[config.mk]
export PLATFORM = sky130hd
export DESIGN_NAME = eic_top
export DESIGN_NICKNAME = d
export VERILOG_FILES = /design/src/logic/eic_pkg.sv /design/src/logic/eic_cost_if.sv /design/src/logic/eic_cost.sv /design/src/logic/eic_top.sv
export SDC_FILE = /design/constraint.sdc
export NUM_CORES = 1
export LEC_CHECK = 0
export BUFFER_PORTS_ARGS = -buffer_cell sky130_fd_sc_hd__buf_2
export CORE_ASPECT_RATIO = 1.75
export CORE_MARGIN = 1.5
export CORE_UTILIZATION = 30
export CTS_CLUSTER_DIAMETER = 200
export DETAILED_ROUTE_END_ITERATION = 10
export GPL_TIMING_DRIVEN = 1
export PLACE_DENSITY_LB_ADDON = 0.08
export SLEW_MARGIN = 25
export SYNTH_ARGS = -nofsm -noshare
export SYNTH_HDL_FRONTEND = slang
export SYNTH_HIERARCHICAL = 1
export SYNTH_SLANG_ARGS = --single-unit
[constraint.sdc]
create_clock -name i_mclk -period 10.6 [get_ports i_mclk]
set_input_delay 0 -clock i_mclk [delete_from_list [all_inputs] [get_ports i_mclk]]
set_output_delay 0 -clock i_mclk [all_outputs]
set_load 0.01 [all_outputs]
[src/logic/eic_pkg.sv]
// Constants for the external-control decoder and cycle-cost sequencer.
// Assumes a single 125 MHz clock and a 16-bit instruction word, bit 0 = MSB.
package eic_pkg;
  // ---------------------------------------------
  // Opcode fields (bits 0..10 of the word; bits 0..5 for the 6-bit ones)
  // ---------------------------------------------
  localparam logic [10:0] OP_IDLE = 11'h01A;
  localparam logic [10:0] OP_MASK_CLEAR = 11'h01B;
  localparam logic [10:0] OP_USER_HHL = 11'h01E;
  localparam logic [10:0] OP_USER_HLH = 11'h01D;
  localparam logic [10:0] OP_USER_HHH = 11'h01F;
  localparam logic [10:0] OP_MASK_LOAD = 11'h018;
  localparam logic [5:0] OP_DIV_TOP = 6'h0F;
  localparam logic [5:0] OP_XOP_TOP = 6'h0B;
  localparam logic [5:0] OP_EXEC_IND = 6'h12;
  // ---------------------------------------------
  // Address-line codes, A0 first
  // ---------------------------------------------
  localparam logic [2:0] CODE_IDLE = 3'h2;
  localparam logic [2:0] CODE_MASK_CLEAR = 3'h3;
  localparam logic [2:0] CODE_USER_HHL = 3'h6;
  localparam logic [2:0] CODE_USER_HLH = 3'h5;
  localparam logic [2:0] CODE_USER_HHH = 3'h7;
  // ---------------------------------------------
  // Status field positions and reset
  // ---------------------------------------------
  localparam int MASK_LSB = 0;
  localparam int MASK_W = 4;
  localparam logic [15:0] ST_RESET = 16'h0000;
  localparam int ST_OVF_BIT = 11;
  // ---------------------------------------------
  // Cycle and access costs
  // ---------------------------------------------
  localparam logic [7:0] C_EXT = 8'h0C;
  localparam logic [3:0] M_EXT = 4'h1;
  localparam logic [7:0] C_RESET = 8'h1A;
  localparam logic [3:0] M_RESET = 4'h5;
  localparam logic [7:0] C_CTX = 8'h16;
  localparam logic [3:0] M_CTX = 4'h5;
  localparam logic [7:0] C_UNDEF = 8'h06;
  localparam logic [3:0] M_UNDEF = 4'h1;
  localparam logic [7:0] C_MASK_LOAD = 8'h0E;
  localparam logic [3:0] M_MASK_LOAD = 4'h2;
  localparam logic [7:0] C_DIV_OVF = 8'h10;
  localparam logic [7:0] C_DIV_MIN = 8'h5C;
  localparam logic [7:0] C_DIV_MAX = 8'h7C;
  localparam logic [3:0] M_DIV_OVF = 4'h3;
  localparam logic [3:0] M_DIV = 4'h6;
  localparam logic [7:0] C_EXEC_IND = 8'h08;
  localparam logic [3:0] M_EXEC_IND = 4'h2;
  localparam logic [7:0] C_EXEC_REBATE = 8'h04;
  localparam logic [3:0] M_EXEC_REBATE = 4'h1;
  // Kind of cost table applied to an operand
  typedef enum logic [1:0] {
    EIC_TBL_NONE = 2'h0,
    EIC_TBL_A = 2'h1,
    EIC_TBL_B = 2'h2
  } eic_tbl_t;
endpackage

[src/logic/eic_cost_if.sv]
// Cost request and answer between sequencer and cost calculator.
// Assumes both ends on the same clock; combinational answer.
interface eic_cost_if;
  import eic_pkg::*;
  logic [7:0] base_c;
  logic [3:0] base_m;
  eic_tbl_t tbl_s;
  eic_tbl_t tbl_d;
  logic [1:0] ts;
  logic [3:0] s;
  logic [1:0] td;
  logic [3:0] d;
  logic [3:0] wait_st;
  logic [7:0] rebate_c;
  logic [3:0] rebate_m;
  logic [7:0] tot_c;
  logic [3:0] tot_m;
  logic [11:0] total;
  modport req (output base_c, base_m, tbl_s, tbl_d, ts, s, td, d, wait_st, rebate_c,
    rebate_m, input tot_c, tot_m, total);
  modport calc (input base_c, base_m, tbl_s, tbl_d, ts, s, td, d, wait_st, rebate_c,
    rebate_m, output tot_c, tot_m, total);
endinterface

[src/logic/eic_cost.sv]
// Cycle and access cost: base plus per-operand modification, T = C + W*M.
// Assumes inputs stable for the cycle in which the answer is taken.
module eic_cost
  import eic_pkg::*;
(
  eic_cost_if.calc cif
);
  // Extra cycles for one operand
  function automatic logic [7:0] mod_c(input eic_tbl_t t, input logic [1:0] ty,
                                      input logic [3:0] r);
    mod_c = 8'h00;
    if (t != EIC_TBL_NONE) begin
      unique case (ty)
        2'h0: mod_c = 8'h00;
        2'h1: mod_c = 8'h04;
        2'h3: mod_c = (t == EIC_TBL_A) ? 8'h08 : 8'h06;
        2'h2: mod_c = 8'h08;
      endcase
    end
  endfunction
  // Extra accesses for one operand
  function automatic logic [3:0] mod_m(input eic_tbl_t t, input logic [1:0] ty,
                                      input logic [3:0] r);
    mod_m = 4'h0;
    if (t != EIC_TBL_NONE) begin
      unique case (ty)
        2'h0: mod_m = 4'h0;
        2'h1: mod_m = 4'h1;
        2'h3: mod_m = 4'h2;
        2'h2: mod_m = (r == 4'h0) ? 4'h1 : 4'h2;
      endcase
    end
  endfunction
  logic [7:0] c_sum;
  logic [3:0] m_sum;
  always_comb begin
    // see [RULE7] see [RULE8] see [RULE10]
    c_sum = cif.base_c + mod_c(cif.tbl_s, cif.ts, cif.s) + mod_c(cif.tbl_d, cif.td, cif.d)
      - cif.rebate_c;
    m_sum = cif.base_m + mod_m(cif.tbl_s, cif.ts, cif.s) + mod_m(cif.tbl_d, cif.td, cif.d)
      - cif.rebate_m;
  end
  assign cif.tot_c = c_sum;
  assign cif.tot_m = m_sum;
  // see [RULE6]
  assign cif.total = {4'h0, c_sum} + 12'(cif.wait_st) * 12'(m_sum);
endmodule

[src/logic/eic_top.sv]
// External-control decoder and microcycle sequencer of the processor control unit.
// Assumes one instruction word offered with i_instr_valid while o_ready is high;
// interrupt, load and reset requests come from logic on the same clock.
// Functional notes
// [RULE1] External instruction drives code and strobes once
// [RULE2] Codes: idle LHL, clear LHH, user HHL/HLH/HHH
// [RULE3] Idle halts until interrupt, load or reset
// [RULE4] Mask clear zeroes status bits 12-15
// [RULE5] Cycle-end low during last clock period
// [RULE6] Time is cycles plus waits times accesses
// [RULE7] Base counts assume workspace register operands
// [RULE8] Modified operands add table cycles and accesses
// [RULE9] Divide takes 16 on overflow, else 92-124
// [RULE10] Execute-indirect adds target cost less 4,1
// [RULE11] Mask load copies immediate bits 12-15
// [RULE12] External 12/1, reset 26/5, contexts 22/5
// [RULE13] Undefined opcodes are 6-cycle no-operations
module eic_top
  import eic_pkg::*;
(
  // Clock and reset
  input wire logic i_mclk,
  input wire logic i_rst_n,
  // Instruction offer
  input wire logic i_instr_valid,
  input wire logic [15:0] i_instr,
  input wire logic [15:0] i_immediate,
  input wire logic i_exec_indirect,
  input wire logic [7:0] i_div_cycles,
  input wire logic i_div_overflow,
  input wire logic [3:0] i_wait_states,
  // Context requests
  input wire logic i_int_req,
  input wire logic i_load_req,
  input wire logic i_reset_req,
  // Status
  output logic o_ready,
  output logic o_idle,
  output logic [15:0] o_status,
  // External control pins
  output logic [2:0] o_upper_addr,
  output logic o_bit_io_strobe,
  output logic o_microcycle_end_n,
  // Cost of the last instruction
  output logic [7:0] o_cycles,
  output logic [3:0] o_accesses,
  output logic [11:0] o_total_time
);
  typedef enum logic [2:0] {
    EIC_READY = 3'b001,
    EIC_RUN = 3'b010,
    EIC_IDLE = 3'b100
  } eic_state_t;

  typedef struct packed {
    eic_state_t st;
    logic [11:0] cnt;
    logic [15:0] status;
    logic [2:0] addr;
    logic strobe;
    logic cyc_end_n;
    logic enter_idle;
    logic [7:0] cycles;
    logic [3:0] accesses;
    logic [11:0] total;
  } eic_regs_t;

  eic_regs_t r_reg;
  eic_regs_t r_next;
  eic_cost_if cif();

  eic_cost u_cost (
    .cif(cif)
  );

  // ---------------------------------------------
  // Decode
  // ---------------------------------------------
  logic [10:0] op11;
  logic is_ext;
  logic [2:0] ext_code;
  logic defined;
  always_comb begin
    op11 = i_instr[15:5];
    is_ext = 1'b1;
    ext_code = CODE_IDLE;
    // see [RULE2]
    unique case (op11)
      OP_IDLE: ext_code = CODE_IDLE;
      OP_MASK_CLEAR: ext_code = CODE_MASK_CLEAR;
      OP_USER_HHL: ext_code = CODE_USER_HHL;
      OP_USER_HLH: ext_code = CODE_USER_HLH;
      OP_USER_HHH: ext_code = CODE_USER_HHH;
      default: is_ext = 1'b0;
    endcase
    // see [RULE13]
    defined = !((i_instr[15:9] == 7'h00) || (i_instr[15:6] == 10'h00C && i_instr[5:0] >= 6'h20)
      || (i_instr[15:10] == 6'h03) || (i_instr[15:7] == 9'h00F));
    cif.base_c = C_UNDEF;
    cif.base_m = M_UNDEF;
    cif.tbl_s = EIC_TBL_NONE;
    cif.tbl_d = EIC_TBL_NONE;
    cif.ts = i_instr[5:4];
    cif.s = i_instr[3:0];
    cif.td = 2'h0;
    cif.d = 4'h0;
    cif.wait_st = i_wait_states;
    cif.rebate_c = 8'h00;
    cif.rebate_m = 4'h0;
    if (i_reset_req) begin
      cif.base_c = C_RESET; // see [RULE12]
      cif.base_m = M_RESET;
    end else if (i_load_req || i_int_req) begin
      cif.base_c = C_CTX; // see [RULE12]
      cif.base_m = M_CTX;
    end else if (is_ext) begin
      cif.base_c = C_EXT; // see [RULE12]
      cif.base_m = M_EXT;
    end else if (op11 == OP_MASK_LOAD) begin
      cif.base_c = C_MASK_LOAD;
      cif.base_m = M_MASK_LOAD;
    end else if (i_instr[15:10] == OP_DIV_TOP) begin
      // see [RULE9]
      cif.tbl_s = EIC_TBL_A;
      cif.base_m = i_div_overflow ? M_DIV_OVF : M_DIV;
      if (i_div_overflow) begin
        cif.base_c = C_DIV_OVF;
      end else if (i_div_cycles < C_DIV_MIN) begin
        cif.base_c = C_DIV_MIN;
      end else if (i_div_cycles > C_DIV_MAX) begin
        cif.base_c = C_DIV_MAX;
      end else begin
        cif.base_c = i_div_cycles;
      end
    end else if (i_instr[15:10] == OP_EXEC_IND) begin
      cif.tbl_s = EIC_TBL_A;
      cif.base_c = C_EXEC_IND;
      cif.base_m = M_EXEC_IND;
    end
    if (i_exec_indirect) begin
      cif.rebate_c = C_EXEC_REBATE; // see [RULE10]
      cif.rebate_m = M_EXEC_REBATE;
    end
  end

  // ---------------------------------------------
  // Sequencer
  // ---------------------------------------------
  logic wake;
  assign wake = i_int_req || i_load_req || i_reset_req;

  always_comb begin
    r_next = r_reg;
    r_next.strobe = 1'b0;
    r_next.cyc_end_n = 1'b1;
    unique case (r_reg.st)
      EIC_READY: begin
        if (i_reset_req || i_load_req || i_int_req || i_instr_valid) begin
          r_next.st = EIC_RUN;
          r_next.cnt = {4'h0, cif.tot_c} + 12'(i_wait_states) * 12'(cif.tot_m) - 12'h001;
          r_next.cycles = cif.tot_c;
          r_next.accesses = cif.tot_m;
          r_next.total = cif.total;
          r_next.enter_idle = 1'b0;
          if (i_reset_req) begin
            r_next.status = ST_RESET;
          end else if (!wake && is_ext) begin
            r_next.addr = ext_code; // see [RULE1]
            r_next.strobe = 1'b1;
            r_next.enter_idle = (op11 == OP_IDLE); // see [RULE3]
            if (op11 == OP_MASK_CLEAR) begin
              r_next.status[MASK_LSB +: MASK_W] = 4'h0; // see [RULE4]
            end
          end else if (!wake && op11 == OP_MASK_LOAD) begin
            // see [RULE11]
            r_next.status[MASK_LSB +: MASK_W] = i_immediate[MASK_LSB +: MASK_W];
          end else if (!wake && i_instr[15:10] == OP_DIV_TOP) begin
            r_next.status[ST_OVF_BIT] = i_div_overflow;
          end
          // Requests may clear status even with an undefined word offered
          if (!wake && !defined) begin
            r_next.status = r_reg.status;
          end
          if (r_next.cnt == 12'h000) begin
            r_next.cyc_end_n = 1'b0; // see [RULE5]
          end
        end
      end
      EIC_RUN: begin
        r_next.cnt = r_reg.cnt - 12'h001;
        if (r_reg.cnt == 12'h001) begin
          r_next.cyc_end_n = 1'b0; // see [RULE5]
        end
        // Last period runs with cycle-end low, ready or idle follows it
        if (r_reg.cnt == 12'h000) begin
          r_next.cnt = 12'h000;
          r_next.st = r_reg.enter_idle ? EIC_IDLE : EIC_READY;
        end
      end
      EIC_IDLE: begin
        if (wake) begin
          r_next.st = EIC_READY; // see [RULE3]
        end
      end
      default: r_next.st = EIC_READY;
    endcase
  end

  always_ff @(posedge i_mclk) begin
    if (!i_rst_n) begin
      r_reg <= '{st: EIC_READY, cnt: 12'h000, status: ST_RESET, addr: 3'h0, strobe: 1'b0,
        cyc_end_n: 1'b1, enter_idle: 1'b0, cycles: 8'h00, accesses: 4'h0, total: 12'h000};
    end else begin
      r_reg <= r_next;
    end
  end

  // ---------------------------------------------
  // Outputs from flops; ready and idle decoded from the state register
  // ---------------------------------------------
  assign o_ready = (r_reg.st == EIC_READY);
  assign o_idle = (r_reg.st == EIC_IDLE);
  assign o_status = r_reg.status;
  assign o_upper_addr = r_reg.addr;
  assign o_bit_io_strobe = r_reg.strobe;
  assign o_microcycle_end_n = r_reg.cyc_end_n;
  assign o_cycles = r_reg.cycles;
  assign o_accesses = r_reg.accesses;
  assign o_total_time = r_reg.total;
endmodule

After elaboration in Yosys (flattened, before gate mapping)
Cells that the tools add are included.

word-level totals
  logic and storage cells = 137
  input bits = 52
  output and inout bits = 47
  bits in registers = 50

cells by class
  reductions and logical operators = 31
  $lt $le $gt $ge = 3
  equality and inequality tests = 25
  muxes and demuxes = 54
  bitwise logic cells = 5
  add/sub/neg operators = 7
  $mul = 1

operators with widths
  kind                                                                           number
  8-bit 2-to-1 mux                                                               9
  11-bit by 5-bit equality test with 1-bit output (second input constant)        6
  61-bit 2-to-1 mux                                                              1
  4-bit 2-to-1 mux                                                               9
  8-bit case mux with 4 select lines                                             1
  3-bit 2-to-1 mux                                                               9
  12-bit zero test                                                               2
  12-bit case mux with 2 select lines                                            1
  12-bit by 1-bit subtractor with 12-bit output (second input constant)          2
  1-bit 2-to-1 mux                                                               16
  4-bit case mux with 4 select lines                                             1
  15-bit 2-to-1 mux                                                              1
  12-bit by 1-bit equality test with 1-bit output (second input constant)        1
  12-bit 2-to-1 mux                                                              1
  3-bit case mux with 4 select lines                                             1
  10-bit by 4-bit equality test with 1-bit output (second input constant)        1
  8-bit by 8-bit adder with 9-bit output                                         1
  9-bit by 4-bit equality test with 1-bit output (second input constant)         1
  3-bit case mux with 3 select lines                                             1
  8-bit adder                                                                    1
  8-bit by 7-bit > comparator with 1-bit output (second input constant)          1
  1-bit logical OR                                                               8
  8-bit by 7-bit less-than comparator with 1-bit output (second input constant)  1
  4-bit by 4-bit multiplier with 8-bit output                                    1
  other kinds (33)                                                               49

Longest topological paths before layout
Gate-level depths: netlist (run 1).

  depth in word-level cells = 19
  depth in mapped cells = 30
  gate-level depth less buffers = 30

Modules after synthesis
The synthesis (run 1) kept the hierarchy.

by module, submodules not included
  module    area an instance (µm²)  seq. area each (µm²)  cells each  instances
  eic_top   3,540.9                 1,001.0               455         1
  eic_cost  1,541.5                 0.0                   185         1

Worst setup path after synthesis (run 1)
No wires, ideal clock.

  path kind = input port to flip-flop
  start = in i_instr[10]
  end = reg r_reg[54] in the netlist's numbering
  path slack = 4.170 ns
  cell stages on the path = 29
  required time = 10.478 ns
  arrival = 6.308 ns
  library setup time = 0.122 ns
  path buffers = 0
  path through = or3_1 -> or4_4 -> nor2_1 -> nand2_1 -> a21oi_1 -> fa_1 -> inv_1 -> fa_1 -> inv_1 -> ha_1 -> inv_1 -> fa_1 -> xnor2_1 -> xnor2_1 -> xnor2_2 -> nand2_1 -> ha_1 -> inv_1 -> fa_1 -> inv_1 -> fa_1 -> inv_1 -> ha_1 -> a21o_1 -> a31o_2 -> a21o_1 -> a21oi_1 -> xnor2_1 -> a311o_1

on the way
  elaborated cells on any way between the ends = 43
  those cells by class = add/sub: 6; mul: 1; eq/ne: 9; mux: 25; reduce/logical: 2

RTL lines
  item                                               RTL line           text
  start: declaration                                 eic_top.sv:26      input wire logic [15:0] i_instr,
  6-bit by 5-bit equality test with 1-bit output     eic_top.sv:135     end else if (i_instr[15:10] == OP_EXEC_IND) begin
  2-bit 2-to-1 mux                                   eic_top.sv:135
  3-bit 2-to-1 mux                                   eic_top.sv:122     end else if (i_instr[15:10] == OP_DIV_TOP) begin
  3-bit 2-to-1 mux                                   eic_top.sv:119     end else if (op11 == OP_MASK_LOAD) begin
  3-bit 2-to-1 mux (*)                               eic_top.sv:116     end else if (is_ext) begin
  3-bit 2-to-1 mux (*)                               eic_top.sv:113     end else if (i_load_req || i_int_req) begin
  3-bit 2-to-1 mux (*)                               eic_top.sv:110     if (i_reset_req) begin
  via cif.base_m[1]                                  eic_cost_if.sv:6   logic [3:0] base_m;
  3-bit by 4-bit adder with 4-bit output (*)         eic_cost.sv:40     m_sum = cif.base_m + mod_m(cif.tbl_s, cif.ts, cif.s) + mod_m(cif.tbl_d, cif.td, cif.d)
  4-bit by 1-bit subtractor with 4-bit output (*)    eic_cost.sv:41     - cif.rebate_m;
  via cif.tot_m[3]                                   eic_cost_if.sv:17  logic [3:0] tot_m;
  4-bit by 4-bit multiplier with 8-bit output (*)    eic_top.sv:160     r_next.cnt = {4'h0, cif.tot_c} + 12'(i_wait_states) * 12'(cif.tot_m) - 12'h001;
  8-bit by 8-bit adder with 9-bit output (*)         eic_top.sv:160
  12-bit by 1-bit subtractor with 12-bit output (*)  eic_top.sv:160
  61-bit 2-to-1 mux (*)                              eic_top.sv:158     if (i_reset_req || i_load_req || i_int_req || i_instr_valid) begin
  12-bit case mux with 2 select lines (*)            eic_top.sv:156     unique case (r_reg.st)
  end signal: assignment                             eic_top.sv:211     r_reg <= '{st: EIC_READY, cnt: 12'h000, status: ST_RESET, addr: 3'h0, strobe: 1'b0,
  end signal: assignment                             eic_top.sv:214     r_reg <= r_next;
  end: declaration                                   eic_top.sv:68      eic_regs_t r_reg;

The timed path passes the listed nets; every way through them passes the cells marked *. The select of a mux whose other input is x is not followed.
A chain may end at the register's enable or synchronous reset.

Worst setup path after layout (run 1)
  start = in i_instr[10]
  end = reg r_reg[56] in the netlist's numbering

Same word-level chain as after synthesis.

==> reports/results.tsv, run 1 <==
metric	value	unit
GPL Wtd Cong	0.825	
DR WL/cell	13.8	um
first-pass GRT wire length	21300	um
number of port buffers	75	
Non-Filler Instances	944	
final setup margin	3.57	ns
Post-Syn Area	5080	sq um
Post-Synth Adder-Cell Area	25.8	%
Final Cell Area	5770	sq um
part of the cycle the worst path needs	66.3	%
cell repeated most along the worst path	inv_1	
pin count of the biggest net entering global routing	33	
crit-path leading delay family	adder cells	
final WL	13000	um
vias in the first global route	4357	
post-DP HPWL	11000	um
required time of the critical path	10.77	ns
mux cell area share after synthesis	0.394	%
post-route setup TNS	0	ns
Async SR Flop Fraction	0	%
crit path capture type	register	
Synth Instances	640	
critical path data arrival time	7.19	ns
Fin Clk Skew	0.00345	ns
main combinational cell family by area after synthesis	adder cells	
Vias/cell	4.60	
synth top area cells	dfxtp_1, fa_1, ha_1	
Synth Flop Type	dfxtp_1	
share of layout cells above drive strength 1	13.9	%
commonest cells in the netlist	inv_1, nand2_1, a21oi_1, ha_1, dfxtp_1	
clock root buffer	clkbuf_16	
drt first pass iters	4	
worst-path maximum fanout	9	
sequential fraction of the synthesis area	19.7	%
Worst slew margin	54.6	%
Post-synth EDFFs	0	
CTS Buffer Depth	2	
DR vias	4344	
Nets	857	
top cell type's share of synthesized area	19.7	%
busiest grt layer	met2	
core area	16500	sq um
Max Slew Vio Count	0	
Antenna diodes	0	
post-cts resize count	0	
fin util	34.9	%
Worst Path Buf+Inv	7	
crit path time final	7.03	ns
Total GRT Usage	15.2	%
die area	17800	sq um
dpl ws	3.25	ns
Final Setup Violations	0	
Final Hold Fails	0	
Synth Register Bits	50	
boundary pin count	99	
VDD IR max	0.000141	V
initial antenna violation count	0	
PD cells	318	nW/um^2
Post-DP Area	5560	sq um
Die Y	175	um
clk_lat worst skew	0.29	ns
simple-gate area share of the yosys netlist	20.0	%
Clock Pin Slew Worst Setup and Hold Paths	0.07	ns
H-tree depth	2	
Fmax	142	MHz
CP peak stage delay	0.53	ns
Leak	2.81	nW
status	finished clean	
TritonCTS clock tree	built	
Hold Buf Count CTS	4	
max FFs per register	16	
setup repair after global routing missed its margin	false	
met1 Track Usage GR	16.2	%
post-route ant nets	0	
Post-Syn Area per Cell	7.94	sq um
Starting Density	30.8	%
grt total ovfl	0	
Site Rows	62	
CP startpoint kind	input port	
compound-cell area share of the yosys netlist	16.1	%
Die X	101	um
area share of xor/xnor cells in the synthesized design	3.77	%
Slowest-stage cell, CP	or4_4	
P&R area growth vs syn	13.4	%
met2 usage	29.9	%
routing usage on met3	1.32	%
HP Class	input port to register	
Ys Warns	6	
maxcap violations	0	
fillers	1790	
WHS	0.0212	ns
Placed Cells	933	
Cell variety after synth	58	
DR iter-0 viols	134	
total CTS buffers	5	
Sink Count	50	
Synth area leader	dfxtp_1	
Worst Tran Pin Value	0.680	ns
DR DRC count	0	
Setup Fix Bufs, Post-CTS	0	
Crit Path Category	input port to register	
Final Power	1.84	mW
cells in the final DEF (no fill, tap or decap), types with 5 or more instances in the layout:
cell type  instances
nand3_1           11
nand2_1           81
or3_1              6
nor2_1            38
conb_1            53
dfxtp_1           50
inv_1             81
xor2_1             5
o21ai_0           26
a22o_1             5
a21o_1             8
a21oi_1           53
nor2b_1            9
nor4_1             5
buf_2             75
xnor2_1           15
nor3b_1            5
clkbuf_16          5
ha_1              52
and2_1            16
nor3_1             9
fa_1              33
worst paths after layout:
kind	startpoint	end	slack, ns	cells past startpoint
max	i_instr[10]	r_reg[56]$_SDFFE_PN0P_	3.57	30
min	i_div_overflow	o_status[11]$_SDFFE_PN0P_	0.02	3
max reg2reg	r_reg[50]$_SDFFE_PN0P_	r_reg[54]$_SDFFE_PN0P_	8.10	6
min reg2reg	o_accesses[2]$_SDFFE_PN0P_	o_accesses[2]$_SDFFE_PN0P_	0.45	2
metal layers:
metal | share of wire, % | wire length [um]
met5 | 0 | 0
met4 | 2.1 | 275
met1 | 39 | 5030
met2 | 57 | 7440
met3 | 1.9 | 251
cell type report:
type	instances	area, sq um	area share (%)
clock buffers	6	139	2.41
clock inverters	1	30.0	0.521
inverters	81	304	5.27
multi-input cells	499	3570	61.8
flip-flops and latches	50	1000	17.4
well taps	224	280	4.86
repair buffers	83	445	7.73
tightest hold or removal path, stage by stage:
cell and delay [ns]:
buf_2 0.13, nand4_1 0.07, a21oi_1 0.06
kinds of logic (layout without fill, tap and decap cells):
| kind of cell | count (synthesis) | in the layout |
|---|---|---|
| fa+ha+maj | 85 | 85 |
| compound gates | 131 | 131 |
| other cells | 2 | 53 |
| xor+xnor | 21 | 21 |
| mux | 2 | 2 |
| simple gates | 207 | 207 |
| buf+inv | 142 | 171 |
| flops | 50 | 50 |
power breakdown:
part | internal [mW] | switching (mW)
combinational | 0.587 | 0.793
sequential | 0.236 | 0.0320
clock | 0.117 | 0.0705
Note: power is estimated with default switching activity, not from simulation.
==> inputs of run 2 (changes only) <==
Settings changed: ABC_AREA from default to 1.
Clock period 10.6 ns to 5.9 ns, I/O delays scaled along.
==> reports/results.tsv, run 2 <==
metric	value	unit	change
Non-Filler Instances	1189		was 944
Synth area leader	dfxtp_1		unchanged
synth top area cells	dfxtp_1, fa_1, ha_1		unchanged
H-tree depth	2		unchanged
Die Y	185	um	was 175 um
Vias/cell	4.32		was 4.60
Synth Flop Type	dfxtp_1		unchanged
clk_lat worst skew	0.30	ns	was 0.29 ns
Starting Density	30.5	%	was 30.8%
Max Slew Vio Count	0		unchanged
share of layout cells above drive strength 1	18.0	%	was 13.9%
Synth Instances	841		was 640
Async SR Flop Fraction	0	%	unchanged
Ys Warns	6		unchanged
DR vias	5136		was 4344
grt total ovfl	0		unchanged
top cell type's share of synthesized area	17.7	%	was 19.7%
Cell variety after synth	44		was 58
die area	19700	sq um	was 17800 sq um
r2r setup slk	3.78	ns	was 8.10 ns
crit path capture type	register		unchanged
CP startpoint kind	input port		unchanged
core area	18500	sq um	was 16500 sq um
Reg2Reg Depth	8		was 6
Die X	107	um	was 101 um
Fmax	179	MHz	
Final Hold Fails	0		unchanged
crit path time final	5.59	ns	
Worst Tran Pin Value	0.671	ns	was 0.680 ns
WHS	0.0434	ns	was 0.0212 ns
PD cells	545	nW/um^2	was 318 nW/um^2
vias in the first global route	5045		was 4357
boundary pin count	99		unchanged
clock root buffer	clkbuf_16		unchanged
Final Cell Area	6580	sq um	was 5770 sq um
fin util	35.6	%	was 34.9%
HP Class	input port to register		unchanged
most common cell in the netlist	inv_1		
GPL Wtd Cong	0.810		was 0.825
Worst slew margin	55.3	%	was 54.6%
max FFs per register	16		unchanged
pin count of the biggest net entering global routing	38		was 33
post-DP HPWL	12800	um	was 11000 um
first-pass GRT wire length	24000	um	was 21300 um
required time of the critical path	6.09	ns	was 10.77 ns
Placed Cells	1179		was 933
Nets	1087		was 857
Total GRT Usage	15.6	%	was 15.2%
Final Power	3.58	mW	was 1.84 mW
post-route ant nets	0		unchanged
Synth Register Bits	50		unchanged
commonest cells in the netlist	inv_1, nand2_1, nor2_1, ha_1, dfxtp_1		was inv_1, nand2_1, a21oi_1, ha_1, dfxtp_1
number of port buffers	75		unchanged
DR iter-0 viols	134		unchanged
Fin Clk Skew	0.0103	ns	was 0.00345 ns
Leak	3.61	nW	was 2.81 nW
worst-path maximum fanout	4		was 9
Crit Path Category	input port to register		unchanged
Antenna diodes	0		unchanged
final WL	15000	um	was 13000 um
Clock Pin Slew Worst Setup and Hold Paths	0.07	ns	about the same
leading cell types in the layout, fill and taps excluded	inv_1, nand2_1, nor2_1, buf_2, conb_1		was nand2_1, inv_1, buf_2, a21oi_1, conb_1
DR WL/cell	12.7	um	was 13.8 um
most common cell after layout, fill and taps aside	inv_1		
P&R area growth vs syn	16.4	%	was 13.4%
sequential fraction of the synthesis area	17.7	%	was 19.7%
Post-Syn Area per Cell	6.72	sq um	was 7.94 sq um
VDD IR max	0.000272	V	was 0.000141 V
Hold Buf Count CTS	0		was 4
status	finished clean		unchanged
Sink Count	50		unchanged
Site Rows	66		was 62
Post-synth EDFFs	0		unchanged
Reg-to-Reg End	o_status[3]$_SDFFE_PN0P_		was r_reg[54]$_SDFFE_PN0P_
CTS Buffer Depth	2		unchanged
hold path cells	5		was 3
beginning of the worst register-to-register path	r_reg[58]$_SDFFE_PN1P_		was r_reg[50]$_SDFFE_PN0P_
part of the cycle the worst path needs	94.8	%	
hold worst-path end	o_status[3]$_SDFFE_PN0P_		was o_status[11]$_SDFFE_PN0P_
DR DRC count	0		unchanged
maxcap violations	0		unchanged
Worst Hold Launch	i_immediate[3]		was i_div_overflow
initial antenna violation count	0		unchanged
Final Setup Violations	0		unchanged
TritonCTS clock tree	built		unchanged
Post-DP Area	6330	sq um	was 5560 sq um
total CTS buffers	5		unchanged
drt first pass iters	4		unchanged
critical path data arrival time	5.78	ns	was 7.19 ns
Post-Syn Area	5650	sq um	was 5080 sq um
[run 2: changes by cell type in the layout (fill, tap and decap cells not counted), sizes merged, moves of 8 or more]
cell | previous run | this run
nand2 | 81 | 162
nand3 | 11 | 43
inv | 81 | 172
xnor2 | 16 | 6
and2 | 16 | 0
a21o | 8 | 0
a21oi | 53 | 35
nor2 | 38 | 131
o21ai | 30 | 46
buf | 79 | 111
nor2b | 10 | 0
[run 2: what timing repair did]
item / CTS / global route
resized for setup: 0 / 18
setup endpoints to repair: 0 / 8
setup buffers: 0 / 2
[run 2: worst max-delay path, cell delays in order]
cell and delay, ns:
buf_2 0.12, nand2_1 0.05, nor2_1 0.11, nand3_2 0.14
nor2_4 0.16, o21ai_0 0.10, a31oi_1 0.26, inv_1 0.10
fa_1 0.53, inv_1 0.05, fa_1 0.48, ha_2 0.22
fa_2 0.59, inv_1 0.08, fa_1 0.55, fa_1 0.44
fa_1 0.55, inv_1 0.06, ha_1 0.28, nand3_1 0.08
nand2_1 0.07, buf_4 0.14, xnor2_1 0.21, buf_4 0.15
o22ai_1 0.07, o21ai_1 0.14, inv_1 0.05
[run 2: final cells by class]
class | count | area [sq um]
clock buffers | 6 | 129
clock inverters | 2 | 37.5
fillers | 2184 | 11900
inverters | 174 | 654
multi-input cells | 608 | 3810
flip-flops and latches | 50 | 1000
well taps | 238 | 298
repair buffers | 111 | 646
[run 2: per-layer routing]
layer / track usage, % / share of wire (%) / wire, um
met1: 15.9 / 38 / 5680
met2: 32.1 / 59 / 8810
met3: 0.955 / 1.2 / 187
met4: 5.76 / 2.4 / 367
met5: 0 / 0 / 0
[run 2: worst max-delay path by stage]
stage / startpoint / to / slack (ns) / cells after the start
2_1_floorplan: i_instr[14] / o_microcycle_end_n$_SDFF_PN1_ / 0.43 / 28
3_3_place_gp: i_instr[10] / r_reg[54]$_SDFFE_PN0P_ / -0.24 / 29
3_5_place_dp: i_instr[10] / o_microcycle_end_n$_SDFF_PN1_ / -0.26 / 29
4_1_cts: i_instr[10] / o_microcycle_end_n$_SDFF_PN1_ / 0.07 / 29
5_1_grt: i_instr[10] / r_reg[54]$_SDFFE_PN0P_ / -0.02 / 29
6_report: i_instr[10] / r_reg[51]$_SDFFE_PN0P_ / 0.31 / 27
[run 2: metrics by stage]
stage | setup TNS (ns) | setup slack [ns]
6_report | 0 | 0.307
5_1_grt | -0.0313 | -0.0227
4_1_cts | 0 | 0.0671
3_5_place_dp | -1.06 | -0.259
3_3_place_gp | -1.02 | -0.243
2_1_floorplan | 0 | 0.429
[run 2: cells by family (layout without fill, tap and decap cells)]
| family | count (synthesis) | after routing | synth area share, % |
|---|---|---|---|
| AOI/OAI and AO/OA | 96 | 96 | 9.48 |
| xor gates and xnor gates | 17 | 17 | 2.64 |
| adders and majority gates | 85 | 85 | 23.2 |
| buffers and inverters | 233 | 293 | 19.3 |
| DFF | 50 | 50 | 17.7 |
| other | 2 | 52 | 0.133 |
| and+or+nand+nor | 358 | 358 | 27.5 |
[run 2: where the power goes]
group / internal, mW / switching (mW)
sequential: 0.431 / 0.0495
combinational: 1.20 / 1.57
clock: 0.201 / 0.136
==> inputs of run 3 (changes only) <==
Settings changed: CELL_PAD_IN_SITES_DETAIL_PLACEMENT from default to 0, CELL_PAD_IN_SITES_GLOBAL_PLACEMENT from default to 2, CORE_UTILIZATION 30 to 28, CTS_CLUSTER_SIZE from default to 24.
==> reports/results.tsv, run 3 (synthesis results as in run 2) <==
metric	value	unit	change
pin count of the biggest net entering global routing	38		unchanged
worst-path maximum fanout	4		unchanged
Final Cell Area	6720	sq um	was 6580 sq um
P&R area growth vs syn	19.1	%	was 16.4%
die area	21100	sq um	was 19700 sq um
CTS Buffer Depth	2		unchanged
initial antenna violation count	0		unchanged
Final Setup Violations	0		unchanged
Max Slew Vio Count	0		unchanged
share of layout cells above drive strength 1	20.0	%	was 18.0%
CP peak stage delay	0.55	ns	was 0.59 ns
status	finished clean		unchanged
cell repeated most along the worst path	fa_1		
hold path cells	5		unchanged
DR DRC count	0		unchanged
HP Class	input port to register		unchanged
met1 Track Usage GR	15.0	%	was 15.9%
busiest grt layer	met2		unchanged
Worst Path Buf+Inv	6		was 8
boundary pin count	99		unchanged
Die Y	191	um	was 185 um
GPL Wtd Cong	0.828		was 0.810
Total GRT Usage	16.1	%	was 15.6%
DR WL/cell	13.2	um	was 12.7 um
crit path time final	5.51	ns	was 5.59 ns
TritonCTS clock tree	built		unchanged
Fmax	182	MHz	was 179 MHz
final setup margin	0.395	ns	was 0.307 ns
Leak	3.70	nW	was 3.61 nW
Sink Count	50		unchanged
most common cell after layout, fill and taps aside	inv_1		unchanged
post-DP HPWL	14000	um	was 12800 um
met2 usage	34.6	%	was 32.1%
Post-DP Area	6470	sq um	was 6330 sq um
Crit Path Category	input port to register		unchanged
post-route ant nets	0		unchanged
grt total ovfl	0		unchanged
clk_lat worst skew	0.30	ns	about the same
Fin Clk Skew	0.00720	ns	was 0.0103 ns
required time of the critical path	6.09	ns	about the same
leading cell types in the layout, fill and taps excluded	inv_1, nand2_1, nor2_1, buf_2, buf_4		was inv_1, nand2_1, nor2_1, buf_2, conb_1
final WL	16100	um	was 15000 um
r2r setup slk	3.59	ns	was 3.78 ns
vias in the first global route	5235		was 5045
Final Hold Fails	0		unchanged
CP startpoint	i_instr[11]		was i_instr[10]
Reg-to-Reg End	o_status[0]$_SDFFE_PN0P_		was o_status[3]$_SDFFE_PN0P_
Worst slew margin	57.8	%	was 55.3%
fillers	2241		was 2184
DR iter-0 viols	107		was 134
Non-Filler Instances	1215		was 1189
VDD IR max	0.000363	V	was 0.000272 V
Placed Cells	1204		was 1179
WHS	0.0458	ns	was 0.0434 ns
Worst Hold Launch	i_immediate[1]		was i_immediate[3]
number of port buffers	75		unchanged
DR vias	5139		was 5136
Clock Pin Slew Worst Setup and Hold Paths	0.07	ns	about the same
Nets	1106		was 1087
Starting Density	28.6	%	was 30.5%
beginning of the worst register-to-register path	r_reg[58]$_SDFFE_PN1P_		unchanged
part of the cycle the worst path needs	93.3	%	was 94.8%
Die X	110	um	was 107 um
dpl ws	-0.279	ns	was -0.259 ns
hold worst-path end	o_status[1]$_SDFFE_PN0P_		was o_status[3]$_SDFFE_PN0P_
PD cells	554	nW/um^2	was 545 nW/um^2
routing usage on met3	1.06	%	was 0.955%
CP startpoint kind	input port		unchanged
core area	19700	sq um	was 18500 sq um
critical path data arrival time	5.70	ns	was 5.78 ns
Worst Tran Pin Value	0.633	ns	was 0.671 ns
Final Power	3.72	mW	was 3.58 mW
crit path capture type	register		unchanged
crit-path leading delay family	adder cells		unchanged
drt first pass iters	6		was 4
maxcap violations	0		unchanged
Vias/cell	4.23		was 4.32
H-tree depth	2		unchanged
first-pass GRT wire length	25600	um	was 24000 um
total CTS buffers	5		unchanged
clock root buffer	clkbuf_16		unchanged
Slowest-stage cell, CP	fa_1		was fa_2
Antenna diodes	0		unchanged
max FFs per register	16		unchanged
Site Rows	68		was 66
Reg2Reg Depth	8		unchanged
[run 3: cell count changes in the layout (fill, tap and decap cells not counted), moves of 2 or more]
cell     delta
buf_4      +18
fa_1        +2
fa_2        -2
nand2_1     -4
nand2_2     +4
nand3_2     -2
nor2_1      -2
nor2_2      +2
[run 3: repair_timing]
item,in CTS,in global routing
setup endpoints to repair,0,13
resized for setup,0,25
hold buffers,1,0
hold endpoints to repair,1,0
buffers inserted,0,2
[run 3: how the worst max path moves through the flow]
stage | endpoint | cells past startpoint
6_report | o_microcycle_end_n$_SDFF_PN1_ | 28
5_1_grt | r_reg[57]$_SDFFE_PN0P_ | 41
4_1_cts | o_microcycle_end_n$_SDFF_PN1_ | 29
3_5_place_dp | o_microcycle_end_n$_SDFF_PN1_ | 29
3_3_place_gp | o_microcycle_end_n$_SDFF_PN1_ | 29
2_1_floorplan | o_microcycle_end_n$_SDFF_PN1_ | 28
[run 3: per-stage QoR]
| step | TNS (ns) | util (%) |
|---|---|---|
| 2_1_floorplan | 0 | - |
| 3_3_place_gp | -0.999 | 32.8 |
| 3_5_place_dp | -1.50 | 32.8 |
| 4_1_cts | 0 | 33.6 |
| 5_1_grt | -0.0174 | 34.1 |
| 6_report | 0 | 34.1 |
[run 3: cell type report]
type | instances | area (sq um) | area share, %
Clock buffer | 6 | 129 | 1.92
Timing Repair Buffer | 130 | 791 | 11.8
Tap cell | 245 | 307 | 4.56
Clock inverter | 2 | 13.8 | 0.205
Sequential cell | 50 | 1000 | 14.9
Multi-Input combinational cell | 608 | 3830 | 56.9
Inverter | 174 | 654 | 9.73
[run 3: per-layer routing]
metal  vias up  share of wire (%)
met5         -                  0
met4         0                2.0
met3        12                1.2
met2        45                 62
met1      2347                 35
li1       2735                  -
[run 3: tightest hold or removal path: stages]
cell and delay [ns]:
buf_2 0.10, inv_1 0.04, nor2_1 0.04, nor2_1 0.09, nor2_1 0.05
[run 3: report_power, final]
part / leakage, nW / internal, mW / switching (mW)
clock network: 0.0708 / 0.158 / 0.142
logic: 3.21 / 1.33 / 1.61
registers: 0.414 / 0.431 / 0.0516
